===== config.mk =====
export PLATFORM = sky130hd
export DESIGN_NAME = su_serial_unit
export DESIGN_NICKNAME = d
export VERILOG_FILES = /design/src/su_serial_unit.v
export VERILOG_INCLUDE_DIRS = /design/src
export SDC_FILE = /design/constraint.sdc
export NUM_CORES = 1
export LEC_CHECK = 0
export BUFFER_PORTS_ARGS = -buffer_cell sky130_fd_sc_hd__buf_2
export CORE_MARGIN = 2
export CORE_UTILIZATION = 30
export DETAILED_ROUTE_END_ITERATION = 7
export GPL_TIMING_DRIVEN = 1
export PLACE_DENSITY_LB_ADDON = 0.08
export SYNTH_ARGS = -nofsm -noshare
export SYNTH_HDL_FRONTEND = slang
export SYNTH_SLANG_ARGS = --single-unit

===== constraint.sdc =====
create_clock -name i_ref_clk -period 12 [get_ports i_ref_clk]
set_clock_uncertainty 0.1 [all_clocks]
set_input_delay 1.8 -clock i_ref_clk [delete_from_list [all_inputs] [get_ports i_ref_clk]]
set_output_delay 1.8 -clock i_ref_clk [all_outputs]
set_load 0.02 [all_outputs]

===== src/su_defs.vh =====
/*
 * Constants of the serial unit: register byte offsets, control and
 * status bit positions, reset values and timing counts.
 * Assumes inclusion by su_serial_unit.v only; definitions only.
 */
`ifndef SU_DEFS_VH
`define SU_DEFS_VH

// Register byte offsets on the APB
`define SU_ADDR_TXDATA 12'h000
`define SU_ADDR_RXDATA 12'h004
`define SU_ADDR_CTRL   12'h008
`define SU_ADDR_STATUS 12'h00c

// Control register bit positions
`define SU_C_TX_EN     0
`define SU_C_RX_EN     1
`define SU_C_RX_IE     2
`define SU_C_TXE_IE    3
`define SU_C_TX_END_FLAG_IE   4
`define SU_C_ID_WAIT   5
`define SU_C_SYNC      6
`define SU_C_CK_OUT    7
`define SU_C_CHR7      8
`define SU_C_STOP2     9
`define SU_C_MP        10
`define SU_C_PAR_EN    11
`define SU_C_PAR_ODD   12
`define SU_C_MP_TXBIT  13
`define SU_CTRL_W      14
`define SU_CTRL_RST    14'h0000

// Status register bit positions
`define SU_S_TX_EMPTY  0
`define SU_S_RX_FULL   1
`define SU_S_OVERRUN   2
`define SU_S_FRAMING   3
`define SU_S_PARITY    4
`define SU_S_TX_END    5
`define SU_S_MP_RX     6
`define SU_S_RX_PIN    7

// Timing counts in system clock cycles
`define SU_BIT_CYC     16'd434
`define SU_SCK_HALF    8'd4

`endif


===== src/su_serial_unit.v =====
/*
 * Serial unit: APB register slave, asynchronous transmitter and
 * receiver with parity and multiprocessor formats, clocked-synchronous
 * 8-bit transfer, and four gated interrupt requests on one shared line.
 * Assumes a 50 MHz i_ref_clk, serial pins from outside this clock domain
 * (synchronised here), and an APB master that honours pready.
 */
// Register access over APB and the address map were left to the implementer.
`timescale 1ns/1ns
`include "su_defs.vh"

module su_serial_unit #(
	parameter [15:0] BIT_CYC  = `SU_BIT_CYC,
	parameter [7:0]  SCK_HALF = `SU_SCK_HALF
) (
	input  wire        i_ref_clk,
	input  wire        i_sys_rst,
	input  wire        i_psel,
	input  wire        i_penable,
	input  wire        i_pwrite,
	input  wire [11:0] i_paddr,
	input  wire [31:0] i_pwdata,
	output reg  [31:0] o_prdata,
	output wire        o_pready,
	output wire        o_pslverr,
	input  wire        i_serial_rx_pin,
	output reg         o_serial_tx_pin,
	input  wire        i_sck,
	output wire        o_sck,
	output wire        o_sck_oe,
	output wire        o_rx_full_irq,
	output wire        o_rx_error_irq,
	output wire        o_tx_empty_irq,
	output wire        o_tx_end_irq,
	output wire        o_irq
);

	// One-hot frame states, shared by transmitter and receiver
	localparam [4:0] ST_IDLE  = 5'h01;
	localparam [4:0] ST_START = 5'h02;
	localparam [4:0] ST_DATA  = 5'h04;
	localparam [4:0] ST_EXTRA = 5'h08;
	localparam [4:0] ST_STOP  = 5'h10;

	// Parity of the data bits; odd mode inverts
	function su_par;
		input [7:0] d;
		input       chr7;
		input       odd;
		begin
			su_par = ^{d[7] & ~chr7, d[6:0]} ^ odd;
		end
	endfunction

	reg [`SU_CTRL_W-1:0] serial_control_reg;
	reg [7:0]  tx_data_reg;
	reg [7:0]  tx_shift_reg;
	reg [7:0]  rx_data_reg;
	reg [7:0]  rx_shift_reg;
	reg        tx_empty_flag;
	reg        tx_end_flag;
	reg        rx_full_flag;
	reg        overrun_flag;
	reg        framing_error_flag;
	reg        parity_error_flag;
	reg        mp_rx_bit;
	reg [1:0]  rx_sync;
	reg [1:0]  sck_sync;
	reg        rx_prev;
	reg        sck_prev;
	reg        int_sck;
	reg [7:0]  half_cnt;
	reg [3:0]  sync_cnt;
	reg [4:0]  t_st;
	reg [15:0] t_tim;
	reg [3:0]  t_idx;
	reg        t_next;
	reg [4:0]  r_st;
	reg [15:0] r_tim;
	reg [3:0]  r_idx;
	reg        r_ext;

	wire tx_en   = serial_control_reg[`SU_C_TX_EN];
	wire rx_en   = serial_control_reg[`SU_C_RX_EN];
	wire id_wait = serial_control_reg[`SU_C_ID_WAIT];
	wire sync_md = serial_control_reg[`SU_C_SYNC];
	wire ck_out  = serial_control_reg[`SU_C_CK_OUT];
	wire chr7    = serial_control_reg[`SU_C_CHR7];
	wire stop2   = serial_control_reg[`SU_C_STOP2];
	wire mp_md   = serial_control_reg[`SU_C_MP];
	wire par_en  = serial_control_reg[`SU_C_PAR_EN];
	wire par_odd = serial_control_reg[`SU_C_PAR_ODD];
	wire rxd     = rx_sync[1];
	wire rx_err  = overrun_flag | framing_error_flag | parity_error_flag;
	wire has_ext = mp_md | par_en;
	wire [3:0] nbits = chr7 ? 4'd7 : 4'd8;

	// APB: zero wait states, unmapped offsets answer with pslverr
	wire acc    = i_psel & i_penable;
	wire mapped = (i_paddr == `SU_ADDR_TXDATA) |
		(i_paddr == `SU_ADDR_RXDATA) | (i_paddr == `SU_ADDR_CTRL) |
		(i_paddr == `SU_ADDR_STATUS);
	assign o_pready  = 1'b1;
	assign o_pslverr = acc & ~mapped;
	wire wr_tx   = acc & i_pwrite & (i_paddr == `SU_ADDR_TXDATA);
	wire rd_rx   = acc & ~i_pwrite & (i_paddr == `SU_ADDR_RXDATA);
	wire wr_ctrl = acc & i_pwrite & (i_paddr == `SU_ADDR_CTRL);
	wire wr_stat = acc & i_pwrite & (i_paddr == `SU_ADDR_STATUS);

	// effective serial clock and its edges
	wire sck_eff = ck_out ? int_sck : sck_sync[1];
	wire sck_r   = sync_md & sck_eff & ~sck_prev;
	wire sck_f   = sync_md & ~sck_eff & sck_prev;
	wire sync_tx = sync_md & (t_st == ST_DATA);
	wire sync_run = sync_tx | (rx_en & ~rx_err & ~rx_full_flag);
	assign o_sck    = int_sck;
	assign o_sck_oe = sync_md & ck_out;

	// Character completion, async stop sample or eighth rising edge
	wire a_fin = (r_st == ST_STOP) & (r_tim == BIT_CYC - 16'd1);
	// eighth rising edge ends a fixed 8-bit character
	wire s_fin = sck_r & rx_en & ~rx_err & (sync_cnt == 4'd7);
	wire [7:0] fin_byte = s_fin ? {rxd, rx_shift_reg[6:0]} : rx_shift_reg;
	wire fin_fe = a_fin & ~rxd;
	wire fin_pe = a_fin & par_en & ~mp_md &
		(su_par(rx_shift_reg, chr7, par_odd) != r_ext);
	// data frames dropped while waiting for an ID
	wire fin_skip = a_fin & mp_md & id_wait & ~r_ext;
	wire fin = (a_fin | s_fin) & ~fin_skip;

	// four gated requests merged onto one request line
	assign o_rx_full_irq  = serial_control_reg[`SU_C_RX_IE] & rx_full_flag;
	assign o_rx_error_irq = serial_control_reg[`SU_C_RX_IE] & rx_err;
	assign o_tx_empty_irq = serial_control_reg[`SU_C_TXE_IE] & tx_empty_flag;
	assign o_tx_end_irq   = serial_control_reg[`SU_C_TX_END_FLAG_IE] & tx_end_flag;
	assign o_irq = o_rx_full_irq | o_rx_error_irq | o_tx_empty_irq |
		o_tx_end_irq;

	// Pin synchronisers and edge history
	always @(posedge i_ref_clk or posedge i_sys_rst) begin
		if (i_sys_rst) begin
			rx_sync  <= 2'h3;
			sck_sync <= 2'h3;
			rx_prev  <= 1'b1;
			sck_prev <= 1'b1;
		end else begin
			rx_sync  <= {rx_sync[0], i_serial_rx_pin};
			sck_sync <= {sck_sync[0], i_sck};
			rx_prev  <= rxd;
			sck_prev <= sck_eff;
		end
	end

	// Read data is latched in the setup phase, valid during access
	always @(posedge i_ref_clk or posedge i_sys_rst) begin
		if (i_sys_rst) begin
			o_prdata <= 32'h00000000;
		end else if (i_psel & ~i_penable) begin
			if (i_paddr == `SU_ADDR_TXDATA) begin
				o_prdata <= {24'h000000, tx_data_reg};
			end else if (i_paddr == `SU_ADDR_RXDATA) begin
				o_prdata <= {24'h000000, rx_data_reg};
			end else if (i_paddr == `SU_ADDR_CTRL) begin
				o_prdata <= {18'h00000, serial_control_reg};
			end else if (i_paddr == `SU_ADDR_STATUS) begin
				o_prdata <= {24'h000000, rxd, mp_rx_bit, tx_end_flag,
					parity_error_flag, framing_error_flag, overrun_flag,
					rx_full_flag, tx_empty_flag};
			end else begin
				o_prdata <= 32'h00000000;
			end
		end
	end

	// Internal serial clock: idles high, pulses only while work remains
	always @(posedge i_ref_clk or posedge i_sys_rst) begin
		if (i_sys_rst) begin
			int_sck  <= 1'b1;
			half_cnt <= 8'h00;
		end else if (sync_md & ck_out) begin
			if (half_cnt == SCK_HALF - 8'd1) begin
				half_cnt <= 8'h00;
				if (!int_sck)
					int_sck <= 1'b1;
				else if (sync_cnt != 4'd0 || sync_run)
					int_sck <= 1'b0;
			end else begin
				half_cnt <= half_cnt + 8'd1;
			end
		end else begin
			int_sck  <= 1'b1;
			half_cnt <= 8'h00;
		end
	end

	// Registers, flags and both frame engines
	always @(posedge i_ref_clk or posedge i_sys_rst) begin
		if (i_sys_rst) begin
			serial_control_reg <= `SU_CTRL_RST;
			tx_data_reg     <= 8'h00;
			tx_shift_reg    <= 8'h00;
			rx_data_reg     <= 8'h00;
			rx_shift_reg    <= 8'h00;
			tx_empty_flag   <= 1'b1;
			tx_end_flag     <= 1'b1;
			rx_full_flag    <= 1'b0;
			overrun_flag    <= 1'b0;
			framing_error_flag <= 1'b0;
			parity_error_flag  <= 1'b0;
			mp_rx_bit       <= 1'b0;
			o_serial_tx_pin <= 1'b1;
			sync_cnt <= 4'h0;
			t_st  <= ST_IDLE;
			t_tim <= 16'h0000;
			t_idx <= 4'h0;
			t_next <= 1'b0;
			r_st  <= ST_IDLE;
			r_tim <= 16'h0000;
			r_idx <= 4'h0;
			r_ext <= 1'b0;
		end else begin
			// Software side: clears first so hardware sets below win
			if (wr_ctrl)
				serial_control_reg <= i_pwdata[`SU_CTRL_W-1:0];
			if (wr_tx) begin
				tx_data_reg <= i_pwdata[7:0];
				tx_empty_flag <= 1'b0;
				tx_end_flag   <= 1'b0;
			end
			if (rd_rx)
				rx_full_flag <= 1'b0;
			// software write of 0 clears the receive flags
			if (wr_stat) begin
				if (!i_pwdata[`SU_S_RX_FULL])
					rx_full_flag <= 1'b0;
				if (!i_pwdata[`SU_S_OVERRUN])
					overrun_flag <= 1'b0;
				if (!i_pwdata[`SU_S_FRAMING])
					framing_error_flag <= 1'b0;
				if (!i_pwdata[`SU_S_PARITY])
					parity_error_flag <= 1'b0;
			end

			// Synchronous engine, shared bit count for both directions
			if (!sync_md) begin
				sync_cnt <= 4'h0;
			end else begin
				if (t_st == ST_IDLE && tx_en && !tx_empty_flag &&
					!rx_err && sync_cnt == 4'd0) begin
					tx_shift_reg    <= tx_data_reg;
					tx_empty_flag   <= 1'b1;
					tx_end_flag     <= 1'b0;
					o_serial_tx_pin <= tx_data_reg[0];
					t_next <= 1'b0;
					t_st   <= ST_DATA;
				end
				if (sck_r) begin
					sync_cnt <= (sync_cnt == 4'd7) ? 4'h0 : sync_cnt + 4'd1;
					if (rx_en && !rx_err)
						rx_shift_reg[sync_cnt[2:0]] <= rxd;
					if (sync_cnt == 4'd7 && t_st == ST_DATA) begin
						if (!tx_empty_flag && !rx_err) begin
							tx_shift_reg  <= tx_data_reg;
							tx_empty_flag <= 1'b1;
							t_next <= 1'b1;
						end else begin
							// Line keeps the MSB after the last bit
							tx_end_flag <= 1'b1;
							t_st <= ST_IDLE;
						end
					end
				end
				if (sck_f && t_st == ST_DATA) begin
					if (sync_cnt != 4'd0) begin
						o_serial_tx_pin <= tx_shift_reg[sync_cnt[2:0]];
					end else if (t_next) begin
						o_serial_tx_pin <= tx_shift_reg[0];
						t_next <= 1'b0;
					end
				end
			end

			// Asynchronous transmitter
			if (!sync_md) begin
				if (t_st == ST_IDLE) begin
					if (tx_en && !tx_empty_flag) begin
						// load, flag empty, send start bit
						tx_shift_reg    <= tx_data_reg;
						tx_empty_flag   <= 1'b1;
						tx_end_flag     <= 1'b0;
						o_serial_tx_pin <= 1'b0;
						t_st  <= ST_START;
						t_tim <= 16'h0000;
					end
				end else if (t_tim != BIT_CYC - 16'd1) begin
					t_tim <= t_tim + 16'd1;
				end else begin
					t_tim <= 16'h0000;
					case (t_st)
					ST_START: begin
						o_serial_tx_pin <= tx_shift_reg[0];
						t_idx <= 4'd1;
						t_st  <= ST_DATA;
					end
					ST_DATA: begin
						if (t_idx != nbits) begin
							o_serial_tx_pin <= tx_shift_reg[t_idx[2:0]];
							t_idx <= t_idx + 4'd1;
						end else if (has_ext) begin
							// ID or data marker, or parity when not in mp mode, in the extra bit
							o_serial_tx_pin <= mp_md ?
								serial_control_reg[`SU_C_MP_TXBIT] :
								su_par(tx_shift_reg, chr7, par_odd);
							t_st <= ST_EXTRA;
						end else begin
							o_serial_tx_pin <= 1'b1;
							t_idx <= 4'd0;
							t_st  <= ST_STOP;
						end
					end
					ST_EXTRA: begin
						o_serial_tx_pin <= 1'b1;
						t_idx <= 4'd0;
						t_st  <= ST_STOP;
					end
					default: begin
						if (t_next) begin
							o_serial_tx_pin <= 1'b0;
							t_next <= 1'b0;
							t_st   <= ST_START;
						end else if (!(stop2 && t_idx == 4'd0)) begin
							t_st <= ST_IDLE;
						end
						t_idx <= 4'd1;
					end
					endcase
				end
				// Empty flag is tested as the last stop bit begins
				if (t_tim == 16'h0000 && t_st == ST_STOP &&
					(t_idx == 4'd1) == stop2 && !t_next) begin
					if (!tx_empty_flag) begin
						tx_shift_reg  <= tx_data_reg;
						tx_empty_flag <= 1'b1;
						t_next <= 1'b1;
					end else begin
						// mark level follows, end flag set
						tx_end_flag <= 1'b1;
					end
				end
			end

			// Asynchronous receiver, mid-bit sampling
			if (sync_md || !rx_en) begin
				r_st <= ST_IDLE;
			end else if (r_st == ST_IDLE) begin
				// start bits ignored while an error stands
				if (rx_prev && !rxd && !rx_err) begin
					r_st  <= ST_START;
					r_tim <= 16'h0000;
				end
			end else if (r_st == ST_START) begin
				if (r_tim == (BIT_CYC >> 1) - 16'd1) begin
					r_tim <= 16'h0000;
					r_idx <= 4'h0;
					rx_shift_reg <= 8'h00;
					r_st  <= rxd ? ST_IDLE : ST_DATA;
				end else begin
					r_tim <= r_tim + 16'd1;
				end
			end else if (r_tim != BIT_CYC - 16'd1) begin
				r_tim <= r_tim + 16'd1;
			end else begin
				r_tim <= 16'h0000;
				case (r_st)
				ST_DATA: begin
					rx_shift_reg[r_idx[2:0]] <= rxd;
					r_idx <= r_idx + 4'd1;
					if (r_idx == nbits - 4'd1)
						r_st <= has_ext ? ST_EXTRA : ST_STOP;
				end
				ST_EXTRA: begin
					r_ext <= rxd;
					r_st  <= ST_STOP;
				end
				default: begin
					r_st <= ST_IDLE;
				end
				endcase
			end

			// Completion: store or overrun, after software clears
			if (fin) begin
				if (rx_full_flag) begin
					// overrun keeps old data and full flag
					overrun_flag <= 1'b1;
					rx_full_flag <= 1'b1;
				end else begin
					rx_data_reg  <= fin_byte;
					rx_full_flag <= 1'b1;
				end
				if (fin_fe)
					framing_error_flag <= 1'b1;
				if (fin_pe)
					parity_error_flag <= 1'b1;
				mp_rx_bit <= a_fin & mp_md & r_ext;
				// an ID frame ends the wait
				if (a_fin && mp_md && r_ext)
					serial_control_reg[`SU_C_ID_WAIT] <= 1'b0;
			end
		end
	end

endmodule // su_serial_unit


==> impl_summary.txt <==
----------------------------------------------------
[Synthesis]
  Syn. warnings ... 0
  Proportion of synthesized area in mux cells ... 0.124
  Post-Synth Adder-Cell Area ... 0.0205
  Post-synth EDFFs ... 0
  Main combinational cell family by area after synthesis ... simple AND/OR/NAND/NOR gates
  Share of the synthesized area in compound gates (AO/OA/AOI/OAI) ... 0.111
  Leading cell type by number of instances after synthesis ... sky130_fd_sc_hd__dfrtp_1
  Biggest area contributors in the synthesized netlist ... sky130_fd_sc_hd__dfrtp_1 (40%), sky130_fd_sc_hd__mux2_1 (5.5%), sky130_fd_sc_hd__dfstp_2 (4.0%)
  Sequential area share after synthesis ... 0.440
  Synth Area per Inst ... 10.0 um2
  Area share of the leading cell type in the synthesized netlist ... 0.401
  Number of register bits inferred by synthesis ... 139
  Proportion of synthesized flip-flops having asynchronous set or reset ... 1.00
  Simple-gate area share of the yosys netlist ... 0.210
  Area of the mapped netlist ... 7940 um2
  Library cell occupying the most area in the post-synthesis netlist ... sky130_fd_sc_hd__dfrtp_1
  Ranking of synthesized cells by instance count ... sky130_fd_sc_hd__dfrtp_1 (127), sky130_fd_sc_hd__nand2_1 (69), sky130_fd_sc_hd__nor2_1 (64)
  XOR/XNOR Fraction of Synth Area ... 0.0464
  Top FF cell, synth ... sky130_fd_sc_hd__dfrtp_1
  Distinct cell type count of the synthesized netlist ... 79
  Gate Count Post-Synth ... 791

[Drt]
  Final ANT Viol Nets ... 0
  DRC errors left ... 0
  Routed WL ... 21.4 mm
  Initial DRT Pass Iterations ... 5
  Via-per-instance ratio ... 5.24
  Via count ... 6190
  Detailed-route wire length per cell ... 18.1 um
  Number of DRC markers after the initial detailed-route iteration ... 536

[Setup path]
  Critical path cell sequence ... buf_2 > nor4_4 > nand3_1 > and3_1 > buf_2
  Largest fanout on the critical path ... 10
  CP peak stage delay ... 0.53 ns
  Capture point of the worst path ... o_pslverr
  Arrival time at the worst endpoint ... 3.07 ns
  FF-to-FF Start ... r_tim[1]$_DFFE_PP0P_
  Setup crit start ... i_paddr[7]
  Worst setup SP type ... input port
  Critical path type ... input port to output pin
  Cell with the most instances on the worst path ... sky130_fd_sc_hd__buf_2
  Setup slack on the worst flop-to-flop path ... 9.03 ns
  Cell with the largest stage delay on the worst path ... sky130_fd_sc_hd__nor4_4
  Depth of the worst register-to-register path ... 8
  Worst EP required ... 10.10 ns
  Element type at the critical path end ... output pin
  Worst r2r dst ... rx_data_reg[0]$_DFFE_PP0P_

[Clocking]
  Number of H-tree levels ... 4
  CTS Buffer Depth ... 2
  Buffers inserted by post-CTS timing repair ... 0
  Hold-fix buffer count after cts ... 0
  Cts repair resizes ... 0
  Register clock-pin slew on the reported worst setup and hold paths ... 0.07 ns
  Clock root buffer ... sky130_fd_sc_hd__clkbuf_16
  Clock tree from TritonCTS ... done
  Clock latency at the later pin of the worst-skew pair ... 0.42 ns
  Number of buffers added by the clock tree synthesis step ... 17
  Sinks on Clock Net ... 139

[Power and ir drop]
  Comb power frac ... 0.062
  Relative contribution of sequential cells to total power ... 0.459
  Standby leakage power ... 3.93 nW
  Cell internal pwr ... 0.794 mW
  Clock network fraction of total power ... 0.479
  Power Total ... 1.08 mW
  Power Density ... 120 nW/um2
  Peak ir drop on the vdd network ... 93.4 uV
  Switching Fraction ... 0.267
  Switching pwr ... 0.289 mW

[Min path]
  Type of the most critical hold path ... flop to flop
  Number of cells on the worst hold path ... 0

[Floorplan]
  Effective utilization at floorplan ... 0.305
  Width of the die ... 167 um
  Core region area ... 26000 um2
  Site Rows ... 59
  Die footprint ... 27800 um2
  Number of top-level pins ... 93
  Height of the die ... 167 um

[STA]
  Least-Margin Pin Slew ... 1.09 ns
  Aggregate negative setup slack ... 0 ns
  Worst slew margin relative to its limit ... 0.271
  Final setup violating endpoints ... 0
  RSZ-0062 raised after global routing ... no
  Maximum clock frequency ... 0.201 GHz
  Number of pins with negative max-slew slack in the final report ... 0
  Ratio of final minimum period to clock period ... 0.414
  Final Hold Fails ... 0
  Shortest period the worst path allows ... 4.97 ns

[Global route]
  Wire length of the first global-routing pass ... 34.7 mm
  Via count of the first global-routing pass ... 6064
  Total congestion overflow ... 0
  Initial antenna violation count ... 0
  Maximum number of pins on one net before global-route repair ... 82
  Tot GR Track Use ... 0.158

[Place]
  Final HPWL from detailed placement ... 15.5 mm
  Gp weighted congestion ... 0.808
  Number of I/O port buffers ... 55
  Post-placement cell count ... 1149

[Cells and area]
  Synth-to-Final Area Change ... 13.6%
  Fin cells ... 1181
  Net count of the finished layout ... 897
  Number of antenna diodes ... 0
  Top Registers ... r_tim x16, t_tim x16
  Share of layout cells above drive strength 1 ... 0.167

[Flow run]
  Maximum capacitance violations ... 0

[Status]
  Result of the run ... finished, final reports clean

----------------------------------------------------
[power by group through the flow]
stage               logic, mW  clock network, mW  registers, mW
finish                 0.0673              0.518          0.497
detailed placement     0.0681                  0          0.506
global placement       0.0673                  0          0.505
floorplan              0.0609                  0          0.490
CTS                    0.0683              0.533          0.497
global route           0.0761              0.556          0.499
[metrics by stage]
stage | setup slack [ns] | area (um2) | utilization | hold WS (ns)
after CTS | 7.05 | 9010 | 0.347 | 0.258
after detailed placement | 7.05 | 8440 | 0.325 | 0.247
final | 7.03 | 9010 | 0.347 | 0.256
after global placement | 7.09 | 8440 | 0.325 | 0.247
after global routing | 6.96 | 9010 | 0.347 | 0.260
after floorplan | 6.40 | 8000 | - | 0.245
[worst max-delay path: cells and delay by family]
| family | cells | cell delay (ns) |
|---|---|---|
| buffers and inverters | 2 | 0.26 |
| and+or+nand+nor | 3 | 1.00 |
[how the worst min path moves through the flow]
stage | to | from
final | rx_sync[1]$_DFF_PP1_ | rx_sync[0]$_DFF_PP1_
after global routing | rx_sync[1]$_DFF_PP1_ | rx_sync[0]$_DFF_PP1_
after CTS | rx_sync[1]$_DFF_PP1_ | rx_sync[0]$_DFF_PP1_
after detailed placement | rx_sync[1]$_DFF_PP1_ | rx_sync[0]$_DFF_PP1_
after global placement | sck_sync[1]$_DFF_PP1_ | sck_sync[0]$_DFF_PP1_
after floorplan | rx_sync[1]$_DFF_PP1_ | rx_sync[0]$_DFF_PP1_
[cell type report]
| type | instances | area, um2 |
|---|---|---|
| fill | 2664 | 17000 |
| multi-input combinational | 593 | 4130 |
| sequential | 139 | 3490 |
| clock buffer | 18 | 439 |
| tap | 335 | 419 |
| timing repair buffer | 58 | 298 |
| clock inverter | 14 | 136 |
| inverter | 24 | 95.1 |
[routing by layer]
metal	global-route usage	vias to the layer above	routed length [um]	share of wire
met5	0	-	0	0
met4	0.0345	0	235	0.011
met3	0.0411	18	927	0.043
met2	0.247	148	9920	0.46
met1	0.220	3089	10300	0.48
li1	-	2935	-	-
[placed cells by master, fill, tap and decap left out, types with 8 or more instances in the layout]
cell type | netlist | final
sky130_fd_sc_hd__dfrtp_1 | 127 | 127
sky130_fd_sc_hd__nand2_1 | 69 | 69
sky130_fd_sc_hd__nor2_1 | 64 | 64
sky130_fd_sc_hd__buf_2 | 4 | 55
sky130_fd_sc_hd__mux2_1 | 39 | 39
sky130_fd_sc_hd__nand3_1 | 37 | 37
sky130_fd_sc_hd__o21ai_1 | 35 | 35
sky130_fd_sc_hd__nand4_1 | 26 | 26
sky130_fd_sc_hd__xnor2_1 | 22 | 22
sky130_fd_sc_hd__inv_1 | 22 | 21
sky130_fd_sc_hd__xor2_1 | 20 | 20
sky130_fd_sc_hd__o21ai_0 | 19 | 19
sky130_fd_sc_hd__conb_1 | 2 | 19
sky130_fd_sc_hd__nor3_1 | 17 | 17
sky130_fd_sc_hd__clkbuf_16 | 0 | 17
sky130_fd_sc_hd__mux2i_1 | 15 | 15
sky130_fd_sc_hd__a21oi_1 | 14 | 14
sky130_fd_sc_hd__ha_1 | 13 | 13
sky130_fd_sc_hd__mux4_2 | 12 | 12
sky130_fd_sc_hd__dfstp_2 | 12 | 12
sky130_fd_sc_hd__mux2_2 | 11 | 11
sky130_fd_sc_hd__and3_1 | 10 | 10
sky130_fd_sc_hd__nor4_1 | 9 | 9
sky130_fd_sc_hd__a31oi_1 | 9 | 9
sky130_fd_sc_hd__nand2b_1 | 8 | 8
sky130_fd_sc_hd__a22o_1 | 8 | 8
sky130_fd_sc_hd__o211ai_1 | 8 | 8
[kinds of logic after synthesis]
kind of cell,after synthesis
simple gates,307
buf+inv,76
compound gates,135
xor+xnor,42
fa+ha+maj,13
other cells,2
flops,139
mux,77
Note: power is estimated with default switching activity, not from simulation.
